$ cat src/core/nand_host_params.svh
// Offsets, field positions, command codes and timing counts of the NAND host controller
`ifndef NAND_HOST_PARAMS_SVH
`define NAND_HOST_PARAMS_SVH

// ****************************************
// Register byte offsets (Wishbone side)
// ****************************************
`define REG_OP 6'h00
`define REG_CMD 6'h04
`define REG_ADDR 6'h08
`define REG_WDATA 6'h0c
`define REG_RDATA 6'h10
`define REG_PINS 6'h14

// ****************************************
// Operation codes and status bits
// ****************************************
`define OP_CMD 3'h0
`define OP_ADDR 3'h1
`define OP_WDATA 3'h2
`define OP_RDATA 3'h3
`define OP_STBY 3'h4
`define ST_BUSY 0
`define ST_READY 1
`define ST_WP_ERR 2
`define ST_PLANE_ERR 3
`define ST_BUSY_ERR 4
`define ST_STBY 5

// ****************************************
// Flash command codes
// ****************************************
`define CMD_READ1 8'h00
`define CMD_READ2 8'h30
`define CMD_PROG1 8'h80
`define CMD_PROG2 8'h10
`define CMD_DUMMY 8'h11
`define CMD_PROG_P2 8'h81
`define CMD_ERASE1 8'h60
`define CMD_ERASE2 8'hd0
`define CMD_READ_ID 8'h90
`define CMD_STATUS 8'h70
`define CMD_RESET 8'hff
`define CMD_COL_RD1 8'h05
`define CMD_COL_RD2 8'he0
`define CMD_COL_WR 8'h85

// ****************************************
// Address layout and timing
// ****************************************
`define ADDR_LAST 3'h4
`define PLANE_BIT 19
`define CLK_PERIOD_NS 5
`define STROBE_NS 25
`define STROBE_CYC ((`STROBE_NS + `CLK_PERIOD_NS - 1) / `CLK_PERIOD_NS)
`define SYNC_STAGES 2
`define STBY_US 10
`define STBY_CYC ((`STBY_US * 1000 + `CLK_PERIOD_NS - 1) / `CLK_PERIOD_NS)
`define TMR_W 12

`endif

$ cat src/core/nand_host_pkg.sv
// Types shared by the NAND host controller modules
package nand_host_pkg;
`include "nand_host_params.svh"

	// Engine states
	typedef enum logic [2:0] {S_IDLE, S_SETUP, S_LOW, S_HIGH, S_STBY} ctl_st_type;

	// Whole state of the controller
	typedef struct packed {
		ctl_st_type st;
		logic [2:0] op;
		logic [7:0] cmd;
		logic [30:0] addr;
		logic [7:0] wdat;
		logic [7:0] rdat;
		logic [2:0] idx;
		logic [7:0] last_cmd;
		logic b19_first;
		logic wp_allow;
		logic wp_err;
		logic plane_err;
		logic busy_err;
		logic stby_done;
		logic ack;
		logic [31:0] rd_data;
		logic [7:0] io_out;
		logic io_oe_n;
		logic cle;
		logic ale;
		logic ce_n;
		logic we_n;
		logic rs_n;
	} ctl_state_type;

	// Pins idle and released, write protect asserted
	localparam ctl_state_type CTL_RESET = '{st: S_IDLE, io_oe_n: 1'b1, ce_n: 1'b1,
		we_n: 1'b1, rs_n: 1'b1, default: '0};

endpackage : nand_host_pkg

$ cat src/core/nand_host_ctrl.sv
// NAND flash host controller: Wishbone registers in, flash bus pins out
`timescale 1ns/1ps
`include "nand_host_params.svh"
module nand_host_ctrl
	import nand_host_pkg::*;
#(
	parameter int unsigned STROBE_CYCLES = `STROBE_CYC,
	parameter int unsigned READ_LOW_CYCLES = `STROBE_CYC + `SYNC_STAGES,
	parameter int unsigned STBY_CYCLES = `STBY_CYC
) (
	input wire logic clk_i,
	input wire logic sys_rst_i,
	input wire logic wb_cyc_i,
	input wire logic wb_stb_i,
	input wire logic wb_we_i,
	input wire logic [5:0] wb_adr_i,
	input wire logic [3:0] wb_sel_i,
	input wire logic [31:0] wb_dat_i,
	output logic [31:0] wb_dat_o,
	output logic wb_ack_o,
	input wire logic [7:0] io_in_i,
	output logic [7:0] io_out_o,
	output logic io_oe_n_o,
	output logic cle_o,
	output logic ale_o,
	output logic ce_n_o,
	output logic we_n_o,
	output logic read_strobe_n_o,
	output logic wp_n_o,
	input wire logic ready_busy_i
);
	// ****************************************
	// Declarations
	// ****************************************
	ctl_state_type r; // Registered state
	ctl_state_type n; // Next state
	logic [8:0] sync_q; // Synchronised pins
	logic [7:0] io_s; // Bus byte seen by the clock
	logic rdy_s; // Ready line seen by the clock
	logic tmr_load; // Start a timed phase
	logic [`TMR_W-1:0] tmr_count; // Length of that phase
	logic tmr_done; // Last cycle of the phase
	logic req; // New Wishbone request
	logic wr_type; // Requested cycle modifies flash
	logic [2:0] go_op; // Operation written to the op register

	// ****************************************
	// Helper functions
	// ****************************************
	// Byte k of the five-cycle address, pads forced low
	function automatic logic [7:0] addr_byte(input logic [30:0] a, input logic [2:0] k);
		logic [7:0] b;
		b = 8'h00;
		case (k)
			3'h0: b = a[7:0];
			3'h1: b = {4'h0, a[11:8]};
			3'h2: b = a[19:12];
			3'h3: b = a[27:20];
			default: b = {5'h00, a[30:28]};
		endcase
		return b;
	endfunction : addr_byte

	// Commands that start or feed a modify operation
	function automatic logic is_write_cmd(input logic [7:0] c);
		return (c == `CMD_PROG1) || (c == `CMD_PROG2) || (c == `CMD_DUMMY) ||
			(c == `CMD_PROG_P2) || (c == `CMD_COL_WR) ||
			(c == `CMD_ERASE1) || (c == `CMD_ERASE2);
	endfunction : is_write_cmd

	// Byte-lane merge of a Wishbone write
	function automatic logic [31:0] sel_merge(input logic [31:0] old, input logic [31:0] wd,
		input logic [3:0] sel);
		logic [31:0] m;
		m = old;
		for (int i = 0; i < 4; i++) begin
			if (sel[i]) begin
				m[8*i +: 8] = wd[8*i +: 8];
			end
		end
		return m;
	endfunction : sel_merge

	// ****************************************
	// Submodules
	// ****************************************
	// Pins from outside the clock domain pass two flops
	nand_host_sync #(
		.WIDTH(9)
	) u_sync (
		.clk_i(clk_i),
		.d_i({ready_busy_i, io_in_i}),
		.q_o(sync_q)
	);

	// Strobe and standby phase timer
	nand_host_timer #(
		.W(`TMR_W)
	) u_timer (
		.clk_i(clk_i),
		.sys_rst_i(sys_rst_i),
		.load_i(tmr_load),
		.count_i(tmr_count),
		.done_o(tmr_done)
	);

	assign io_s = sync_q[7:0];
	assign rdy_s = sync_q[8];
	assign req = wb_cyc_i && wb_stb_i && !r.ack;
	assign go_op = wb_dat_i[2:0];
	// Address bytes inherit the modify nature of the command before them
	assign wr_type = (go_op == `OP_WDATA) || ((go_op == `OP_CMD) && is_write_cmd(r.cmd)) ||
		((go_op == `OP_ADDR) && is_write_cmd(r.last_cmd));

	// ****************************************
	// Next-state logic
	// ****************************************
	always_comb begin
		n = r;
		tmr_load = 1'b0;
		tmr_count = `TMR_W'(STROBE_CYCLES);
		n.ack = 1'b0;

		// Register access: one-cycle ack, unmapped reads zero
		if (req) begin
			n.ack = 1'b1;
			n.rd_data = 32'h0;
			if (!wb_we_i) begin
				// Reads have no side effects
				if (wb_adr_i == `REG_OP) begin
					n.rd_data[`ST_BUSY] = (r.st != S_IDLE);
					n.rd_data[`ST_READY] = rdy_s;
					n.rd_data[`ST_WP_ERR] = r.wp_err;
					n.rd_data[`ST_PLANE_ERR] = r.plane_err;
					n.rd_data[`ST_BUSY_ERR] = r.busy_err;
					n.rd_data[`ST_STBY] = r.stby_done;
				end else if (wb_adr_i == `REG_CMD) begin
					n.rd_data = {24'h0, r.cmd};
				end else if (wb_adr_i == `REG_ADDR) begin
					n.rd_data = {1'b0, r.addr};
				end else if (wb_adr_i == `REG_WDATA) begin
					n.rd_data = {24'h0, r.wdat};
				end else if (wb_adr_i == `REG_RDATA) begin
					n.rd_data = {24'h0, r.rdat};
				end else if (wb_adr_i == `REG_PINS) begin
					n.rd_data = {31'h0, r.wp_allow};
				end
			end else if (r.st == S_IDLE) begin
				// Writes mid-transfer would tear the pins, so only idle
				if (wb_adr_i == `REG_CMD) begin
					n.cmd = 8'(sel_merge({24'h0, r.cmd}, wb_dat_i, wb_sel_i));
				end else if (wb_adr_i == `REG_ADDR) begin
					n.addr = 31'(sel_merge({1'b0, r.addr}, wb_dat_i, wb_sel_i));
				end else if (wb_adr_i == `REG_WDATA) begin
					n.wdat = 8'(sel_merge({24'h0, r.wdat}, wb_dat_i, wb_sel_i));
				end else if (wb_adr_i == `REG_PINS && wb_sel_i[0]) begin
					n.wp_allow = wb_dat_i[0];
				end else if (wb_adr_i == `REG_OP && wb_sel_i[0]) begin
					// New operation clears old errors; any new error set after
					n.wp_err = 1'b0;
					n.plane_err = 1'b0;
					n.busy_err = 1'b0;
					n.stby_done = 1'b0;
					if (wr_type && !r.wp_allow) begin
						n.wp_err = 1'b1;
					end else if (go_op == `OP_CMD && !rdy_s && r.cmd != `CMD_RESET &&
						r.cmd != `CMD_STATUS) begin
						n.busy_err = 1'b1;
					end else if (go_op == `OP_CMD && r.cmd == `CMD_DUMMY && r.b19_first) begin
						n.plane_err = 1'b1;
					end else if (go_op == `OP_ADDR && r.last_cmd == `CMD_PROG_P2 &&
						!r.addr[`PLANE_BIT]) begin
						n.plane_err = 1'b1;
					end else if (go_op == `OP_STBY) begin
						// Hold chip select high for the standby time
						n.st = S_STBY;
						n.ce_n = 1'b1;
						tmr_load = 1'b1;
						tmr_count = `TMR_W'(STBY_CYCLES);
					end else if (go_op <= `OP_RDATA) begin
						// Start one bus cycle: selects and data before the strobe
						n.op = go_op;
						n.idx = 3'h0;
						n.st = S_SETUP;
						n.ce_n = 1'b0;
						n.cle = (go_op == `OP_CMD);
						n.ale = (go_op == `OP_ADDR);
						n.io_oe_n = (go_op == `OP_RDATA);
						tmr_load = 1'b1;
						if (go_op == `OP_CMD) begin
							n.io_out = r.cmd;
							n.last_cmd = r.cmd;
						end else if (go_op == `OP_ADDR) begin
							n.io_out = addr_byte(r.addr, 3'h0);
							if (r.last_cmd == `CMD_PROG1) begin
								n.b19_first = r.addr[`PLANE_BIT];
							end
						end else begin
							n.io_out = r.wdat;
						end
					end
				end
			end
		end

		// Bus cycle engine
		case (r.st)
			S_SETUP: begin
				// Setup done: lower the proper strobe
				if (tmr_done) begin
					n.st = S_LOW;
					tmr_load = 1'b1;
					if (r.op == `OP_RDATA) begin
						n.rs_n = 1'b0;
						tmr_count = `TMR_W'(READ_LOW_CYCLES);
					end else begin
						n.we_n = 1'b0;
					end
				end
			end
			S_LOW: begin
				// Rising strobe: device latches, host samples read byte
				if (tmr_done) begin
					n.st = S_HIGH;
					n.we_n = 1'b1;
					n.rs_n = 1'b1;
					tmr_load = 1'b1;
					if (r.op == `OP_RDATA) begin
						n.rdat = io_s;
					end
				end
			end
			S_HIGH: begin
				// Hold after the strobe, then next address byte or finish
				if (tmr_done) begin
					if (r.op == `OP_ADDR && r.idx != `ADDR_LAST) begin
						n.idx = r.idx + 3'h1;
						n.io_out = addr_byte(r.addr, r.idx + 3'h1);
						n.st = S_SETUP;
						tmr_load = 1'b1;
					end else begin
						n.st = S_IDLE;
						n.cle = 1'b0;
						n.ale = 1'b0;
						n.io_oe_n = 1'b1;
					end
				end
			end
			S_STBY: begin
				// Standby hold complete; chip select stays high
				if (tmr_done) begin
					n.st = S_IDLE;
					n.stby_done = 1'b1;
				end
			end
			default: begin
			end
		endcase
	end

	// ****************************************
	// State register
	// ****************************************
	always_ff @(posedge clk_i) begin
		if (sys_rst_i) begin
			r <= CTL_RESET;
		end else begin
			r <= n;
		end
	end

	// Pins and bus outputs straight from flops
	assign wb_dat_o = r.rd_data;
	assign wb_ack_o = r.ack;
	assign io_out_o = r.io_out;
	assign io_oe_n_o = r.io_oe_n;
	assign cle_o = r.cle;
	assign ale_o = r.ale;
	assign ce_n_o = r.ce_n;
	assign we_n_o = r.we_n;
	assign read_strobe_n_o = r.rs_n;
	assign wp_n_o = r.wp_allow;

	// ****************************************
	// Assertions
	// ****************************************
	localparam int STBY_MIN = STBY_CYCLES - 1;
	logic [`TMR_W-1:0] ce_hi_cnt; // Cycles chip select has been high

	// Helper count for the standby check
	always_ff @(posedge clk_i) begin
		if (sys_rst_i || !ce_n_o) begin
			ce_hi_cnt <= '0;
		end else if (ce_hi_cnt != '1) begin
			ce_hi_cnt <= ce_hi_cnt + 1'b1;
		end
	end

	// Standby completion visible in the status flag
	logic stby_flag_seen;
	assign stby_flag_seen = r.stby_done && r.st == S_IDLE;
endmodule : nand_host_ctrl

$ cat src/core/nand_host_sync.sv
// Two-stage synchroniser for the flash pins read by the controller
`timescale 1ns/1ps
module nand_host_sync #(
	parameter int WIDTH = 9
) (
	input wire logic clk_i,
	input wire logic [WIDTH-1:0] d_i,
	output logic [WIDTH-1:0] q_o
);
	// First stage feeds only the second
	logic [2*WIDTH-1:0] pipe_reg;

	// ****************************************
	// Shift the pins through two flops
	// ****************************************
	always_ff @(posedge clk_i) begin
		pipe_reg <= {pipe_reg[WIDTH-1:0], d_i};
	end

	assign q_o = pipe_reg[2*WIDTH-1:WIDTH];
endmodule : nand_host_sync

$ cat src/core/nand_host_timer.sv
// Down counter that times strobe phases and the standby hold
`timescale 1ns/1ps
module nand_host_timer #(
	parameter int W = 12
) (
	input wire logic clk_i,
	input wire logic sys_rst_i,
	input wire logic load_i,
	input wire logic [W-1:0] count_i,
	output logic done_o
);
	// Remaining cycles of the phase
	logic [W-1:0] cnt_reg;

	// ****************************************
	// Load, then count down to zero
	// ****************************************
	always_ff @(posedge clk_i) begin
		if (sys_rst_i) begin
			cnt_reg <= '0;
		end else if (load_i) begin
			cnt_reg <= count_i;
		end else if (cnt_reg != '0) begin
			cnt_reg <= cnt_reg - 1'b1;
		end
	end

	// Phase loaded with N lasts exactly N cycles
	assign done_o = (cnt_reg == {{(W-1){1'b0}}, 1'b1});
endmodule : nand_host_timer

$ cat config.mk
export PLATFORM = sky130hd
export DESIGN_NAME = nand_host_ctrl
export DESIGN_NICKNAME = d
export VERILOG_FILES = /design/src/core/nand_host_pkg.sv /design/src/core/nand_host_ctrl.sv /design/src/core/nand_host_sync.sv /design/src/core/nand_host_timer.sv
export VERILOG_INCLUDE_DIRS = /design/src /design/src/core
export SDC_FILE = /design/constraint.sdc
export NUM_CORES = 1
export LEC_CHECK = 0
export ABC_AREA = 0
export ABC_CLOCK_PERIOD_IN_PS = 2400
export BUFFER_PORTS_ARGS = -buffer_cell sky130_fd_sc_hd__buf_2
export CAP_MARGIN = 5
export CORE_ASPECT_RATIO = 0.7
export CORE_MARGIN = 4
export CORE_UTILIZATION = 50
export CTS_CLUSTER_DIAMETER = 200
export CTS_CLUSTER_SIZE = 28
export DETAILED_ROUTE_END_ITERATION = 16
export GPL_TIMING_DRIVEN = 0
export HOLD_SLACK_MARGIN = 0.15
export PLACE_DENSITY_LB_ADDON = 0.12
export SYNTH_ARGS = -nofsm -noshare
export SYNTH_HDL_FRONTEND = slang
export SYNTH_SLANG_ARGS = --single-unit
$ cat constraint.sdc
create_clock -name clk_i -period 2.4 [get_ports clk_i]
set_input_delay 0.36 -clock clk_i [delete_from_list [all_inputs] [get_ports clk_i]]
set_output_delay 0.36 -clock clk_i [all_outputs]
set_load 0.02 [all_outputs]
# After elaboration in Yosys (flattened, before gate mapping)
# Index checks and enable logic that the tools add are counted.
# classes
n_addsub,2
n_lt_le_gt_ge,1
n_eq_ne,40
mux,134
n_bitwise,10
n_reduce_logical,58
# ops
operator,count
two-way mux 12 bit,25
two-way mux 11 bit,16
two-way mux 32 bit,5
two-way mux 53 bit,3
two-way mux 8 bit,12
two-way mux 17 bit,5
two-way mux 6 bit,11
equality test 8 bit (second input constant),8
two-way mux 62 bit,1
two-way mux 39 bit,1
two-way mux 1 bit,33
equality test 8 x 5 -> 1 bit (second input constant),4
case mux 8 bit (4 select lines),1
two-way mux 31 bit,1
two-way mux 3 bit,10
two-way mux 26 bit,1
AND reduction 6 bit,4
equality test 3 x 2 -> 1 bit (second input constant),7
AND reduction 17 bit,1
equality test 8 x 7 -> 1 bit (second input constant),2
logical AND 1 bit,15
AND reduction 15 bit,1
logical OR 1 bit,14
AND reduction 14 bit,1
33 further kinds,63
# word_totals
ff_bits,155
output_inout_bits,48
word_cells,273

# Longest topological paths before layout
# depth
depth_word,24
mapped_depth,9
ltp_nobuf,9

# Cells and area by module
# A second synthesis with hierarchy kept.
# hier_totals
cells_unflattened,862
area_unflattened_um2,7313.3
# modules_own_cells
module,n_inst,cells_each,area_per_inst_um2,seq_area_each_um2
nand_host_ctrl,1,749,6133.4,2482.4
nand_host_timer,1,86,752.0,240.2
nand_host_sync,1,27,427.9,360.3

# Least setup slack after synthesis
# Ideal clock, no wire load.
# synth_timing
path_type,register to register
from,register r[113] (netlist bit)
to,register r (netlist bit io_out_o[0])
setup_ps,140
t_arrival_ps,2216
setup_slack_ps,44
stages_incl_launch_ff,9
path_buffers,1
path_cell_list,dfxtp_1 buf_6 or4_4 o22ai_1 a41oi_1 o21ai_2 nand4_4 a2111oi_0 nor4_2
# synth_via
elab_chain_len,23
word_cells_on_any_way,37
classes_between,eq/ne (9); mux (14); reduce/logical (14)
# synth_lines
item,line_no,text
start: declaration,nand_host_ctrl.sv:35,ctl_state_type r;
start signal: assignment,nand_host_ctrl.sv:268,r <= n;
equality test 8 bit (no line) / equality test 8 x 5 -> 1 bit (equally long branches),--,
logical OR 1 bit (6 in series),nand_host_ctrl.sv:66,return (c == `CMD_PROG1) || (c == `CMD_PROG2) || (c == `CMD_DUMMY) ||
logical AND 1 bit,nand_host_ctrl.sv:112,assign wr_type = (go_op == `OP_WDATA) || ((go_op == `OP_CMD) && is_write_cmd(r.cmd)) ||
logical OR 1 bit (2 in series),nand_host_ctrl.sv:112,
logical AND 1 bit,nand_host_ctrl.sv:164,if (wr_type && !r.wp_allow) begin
two-way mux 12 bit *,nand_host_ctrl.sv:164,
two-way mux 12 bit *,nand_host_ctrl.sv:158,end else if (wb_adr_i == `REG_OP && wb_sel_i[0]) begin
two-way mux 12 bit *,nand_host_ctrl.sv:156,end else if (wb_adr_i == `REG_PINS && wb_sel_i[0]) begin
two-way mux 12 bit *,nand_host_ctrl.sv:154,end else if (wb_adr_i == `REG_WDATA) begin
two-way mux 12 bit *,nand_host_ctrl.sv:152,end else if (wb_adr_i == `REG_ADDR) begin
two-way mux 12 bit *,nand_host_ctrl.sv:150,if (wb_adr_i == `REG_CMD) begin
two-way mux 12 bit *,nand_host_ctrl.sv:148,end else if (r.st == S_IDLE) begin
two-way mux 12 bit *,nand_host_ctrl.sv:128,if (!wb_we_i) begin
two-way mux 62 bit *,nand_host_ctrl.sv:125,if (req) begin
two-way mux 8 bit,nand_host_ctrl.sv:236,if (r.op == `OP_ADDR && r.idx != `ADDR_LAST) begin
two-way mux 11 bit,nand_host_ctrl.sv:235,if (tmr_done) begin
two-way mux 11 bit *,nand_host_ctrl.sv:207,case (r.st)
# Mark *: on every way between the ends. The rest lies on a longest branch, timed or not.
# A chain may end at the register's enable or synchronous reset.

# Worst setup path in the final report
# Ends and elaborated chain as after synthesis.

==> results.md <==
- I/O pins: 104
- Chip height: 107 um
- Vias in the first global route: 6,381
- FFs w/ async S/R, synth: 0
- Max reg flops: 77
- Largest net degree at the start of global routing: 17
- Routed Antenna Nets: 0
- Outcome: finished, violations left
- Setup TNS: -2.92 ns
- Die extent in x: 150 um
- CTS Sinks: 154
- Distinct cells, synth: 61
- Unrepaired setup endpoints after global routing: yes
- Drt initial violations: 468
- Slowest-stage cell, CP: a2111o_1
- Setup Viol. Count Final: 35
- CP startpoint kind: register
- Initial antenna violation count: 0
- Clock latency at the later pin of the worst-skew pair: 0.43 ns
- Hold path depth: 3
- DR vias: 6,554
- Crit path max-delay family: simple AND/OR/NAND/NOR gates
- Final WS setup: -0.183 ns
- Failing checks: setup timing
- Max cap viols: 0
- Non-Filler Instances: 1,152
- Pwr/cell area: 701 nW/um2
- Worst clock skew: 0.0120 ns
- Register area share after synthesis: 0.438
- CP arrival: 2.91 ns
- Remaining global-route overflow: 0
- GRT Util Overall: 0.263
- Post-synth EDFFs: 0
- P&R area growth vs syn: 28.5%
- Detailed placer's ending HPWL: 15,100 um
- RR Startpoint: r[113]
- HP Start: wb_dat_i[21]
- Worst path required time: 2.73 ns
- Max stage delay on crit path: 0.56 ns
- Final min period: 2.58 ns
- Flops & latches, synth: 154
- N_diodes: 0
- Clk buf depth: 2
- Clock transition at path regs: 0.07 ns
- Hold Path Class: input port to register
- I/O Buffers: 95
- RR Endpoint: io_out_o[0]
- Yosys warns: 0
- DRT Pass-1 Iters: 6
- Starting density of the core: 0.523
- H-tree depth: 4
- Worst Hold End: r[101]
- Gate count after technology mapping: 810
- Net count, final: 1,018
- DR DRC count: 0
- Commonest non-fill, non-tap cell in the layout: dfxtp_1
- CP Max Fanout: 8
- Global-route wire length before repair: 33,100 um
- Critical-path cell list: buf_6 > or4_4 > nor4_2 > nor3_1 > a2111o_1 > nand4_4 > buf_4 > a2111oi_4 > nor4_2
- Setup crit end kind: register
- Flop2flop setup slack: -0.18 ns
- Worst-margin pin slew: 0.801 ns
- CP bufs+invs: 2
- Num CTS Buffers: 17
- Slew headroom: 0.466
- Std-Cell Rows: 35
- Fillers: 1,110
- Final period util: 1.08
- Kind of critical path: register to register
- DR WL/cell: 18.5 um
- Maximum vdd drop: 0.446 mV
- Final Hold Viols: 0
- CTS root buffer: clkbuf_16
- Commonest non-fill, non-tap cells in the layout: dfxtp_1 (149), nor2_1 (107), buf_2 (98)
- Multi-input gate area: 3750 um2
- Leak Pwr: 3.63 nW
- TritonCTS clock tree: done
- Area of the mapped netlist: 7040 um2
- Pins Over Slew Limit: 0
- Layout cells sized above 1: 0.272
- Fmax: 387 MHz
- Total die area: 16,100 um2
- Synthesized Nets: 873
- Via density: 5.69
- Cell total after placement: 1,090
- Reg2reg path depth: 9
- Synth Flop Type: dfxtp_1
- Worst path most repeated cell: nor4_2
- Core Area: 13,400 um2
- Area occupied by registers: 3090 um2
- WL final: 21,300 um
- Syn Area/Cell: 8.69 um2
- Routability cong.: 0.979
synth_stat cells, drive strengths merged (2+ instances only):
cell	instances	area (um2)
and2	7	43.8
o41ai	3	26.3
nand2b	6	37.5
or3b	2	17.5
or4	6	48.8
inv	11	41.3
and4	2	17.5
a31oi	6	37.5
nand2	98	368
and3b	12	105
nor3b	5	37.5
nor4	18	163
nand4	5	46.3
ha	7	87.6
or2	2	12.5
nor2	113	424
xnor2	9	78.8
a2111oi	9	78.8
a22oi	41	308
o22ai	6	37.5
nand3b	5	41.3
buf	51	385
dfxtp	154	3080
mux2i	52	521
or3	2	12.5
a21oi	60	300
o2bb2ai	2	17.5
a22o	4	35.0
o21ai	14	73.8
nor2b	4	25.0
xor2	4	35.0
nand3	12	60.1
clkbuf	38	143
nor3	13	65.1
a211oi	11	87.6
stage by stage:
step           instance area [um2]  hold WS, ns  setup WS (ns)  power, mW  utilization
2_1_floorplan                 7040        0.310         0.0438       3.27            -
3_3_place_gp                  7740        0.311         -0.886       3.42        0.576
3_5_place_dp                  7740        0.312         -0.934       3.46        0.576
4_1_cts                       8800        0.169         -0.138       6.26        0.655
5_1_grt                       9040        0.174         -0.278       6.57        0.673
6_report                      9040        0.176         -0.183       6.34        0.673
cell families after synthesis:
family          count (synthesis)  share of synthesized area
simple gates                  317                      0.223
compound gates                165                      0.153
flops                         154                      0.438
buf+inv                       100                     0.0809
mux                            53                     0.0756
xor+xnor                       13                     0.0162
fa+ha+maj                       7                     0.0124
other cells                     1                   0.000533
worst max path at each step:
stage / startpoint / to / slack (ns) / depth (start not counted)
3_3_place_gp: r[123] / io_out_o[4] / -0.89 / 8
5_1_grt: r[118] / io_out_o[0] / -0.28 / 9
2_1_floorplan: r[113] / io_out_o[0] / 0.04 / 8
6_report: r[113] / io_out_o[0] / -0.18 / 9
4_1_cts: r[113] / io_out_o[6] / -0.14 / 9
3_5_place_dp: r[123] / io_out_o[6] / -0.93 / 8
report_power, final:
part	switching, mW	internal [mW]	leakage, nW
Clock	1.12	1.67	0.283
Sequential	0.0902	2.65	1.25
Combinational	0.451	0.361	2.10
tightest hold or removal path: stages:
cell     delay, ns
buf_2         0.09
nand2_1       0.05
a21oi_1       0.05
layout make-up:
cell class              count  area share
clock buffers              19      0.0490
plain buffers              87      0.0606
clock inverters            12      0.0181
repair buffers            127      0.0859
flip-flops and latches    154       0.342
inverters                  11     0.00457
multi-input cells         557       0.414
well taps                 185      0.0256
per-layer routing:
layer,vias up,global-route usage,part of all wire
met4,0,0.0744,0.017
li1,3111,-,-
met1,3121,0.371,0.45
met5,-,0,0
met2,281,0.400,0.44
met3,41,0.0669,0.092
repair_timing:
| item | 4_1_cts | 5_1_grt |
|---|---|---|
| hold endpoints to repair | 9 | 0 |
| hold buffers | 9 | 0 |
| resized for setup | 62 | 39 |
| endpoints found under the setup margin | 118 | 80 |
| setup buffers | 8 | 13 |
| gates cloned | 3 | 0 |
| pin swaps | 18 | 28 |
(Power assumes the default switching activity.)
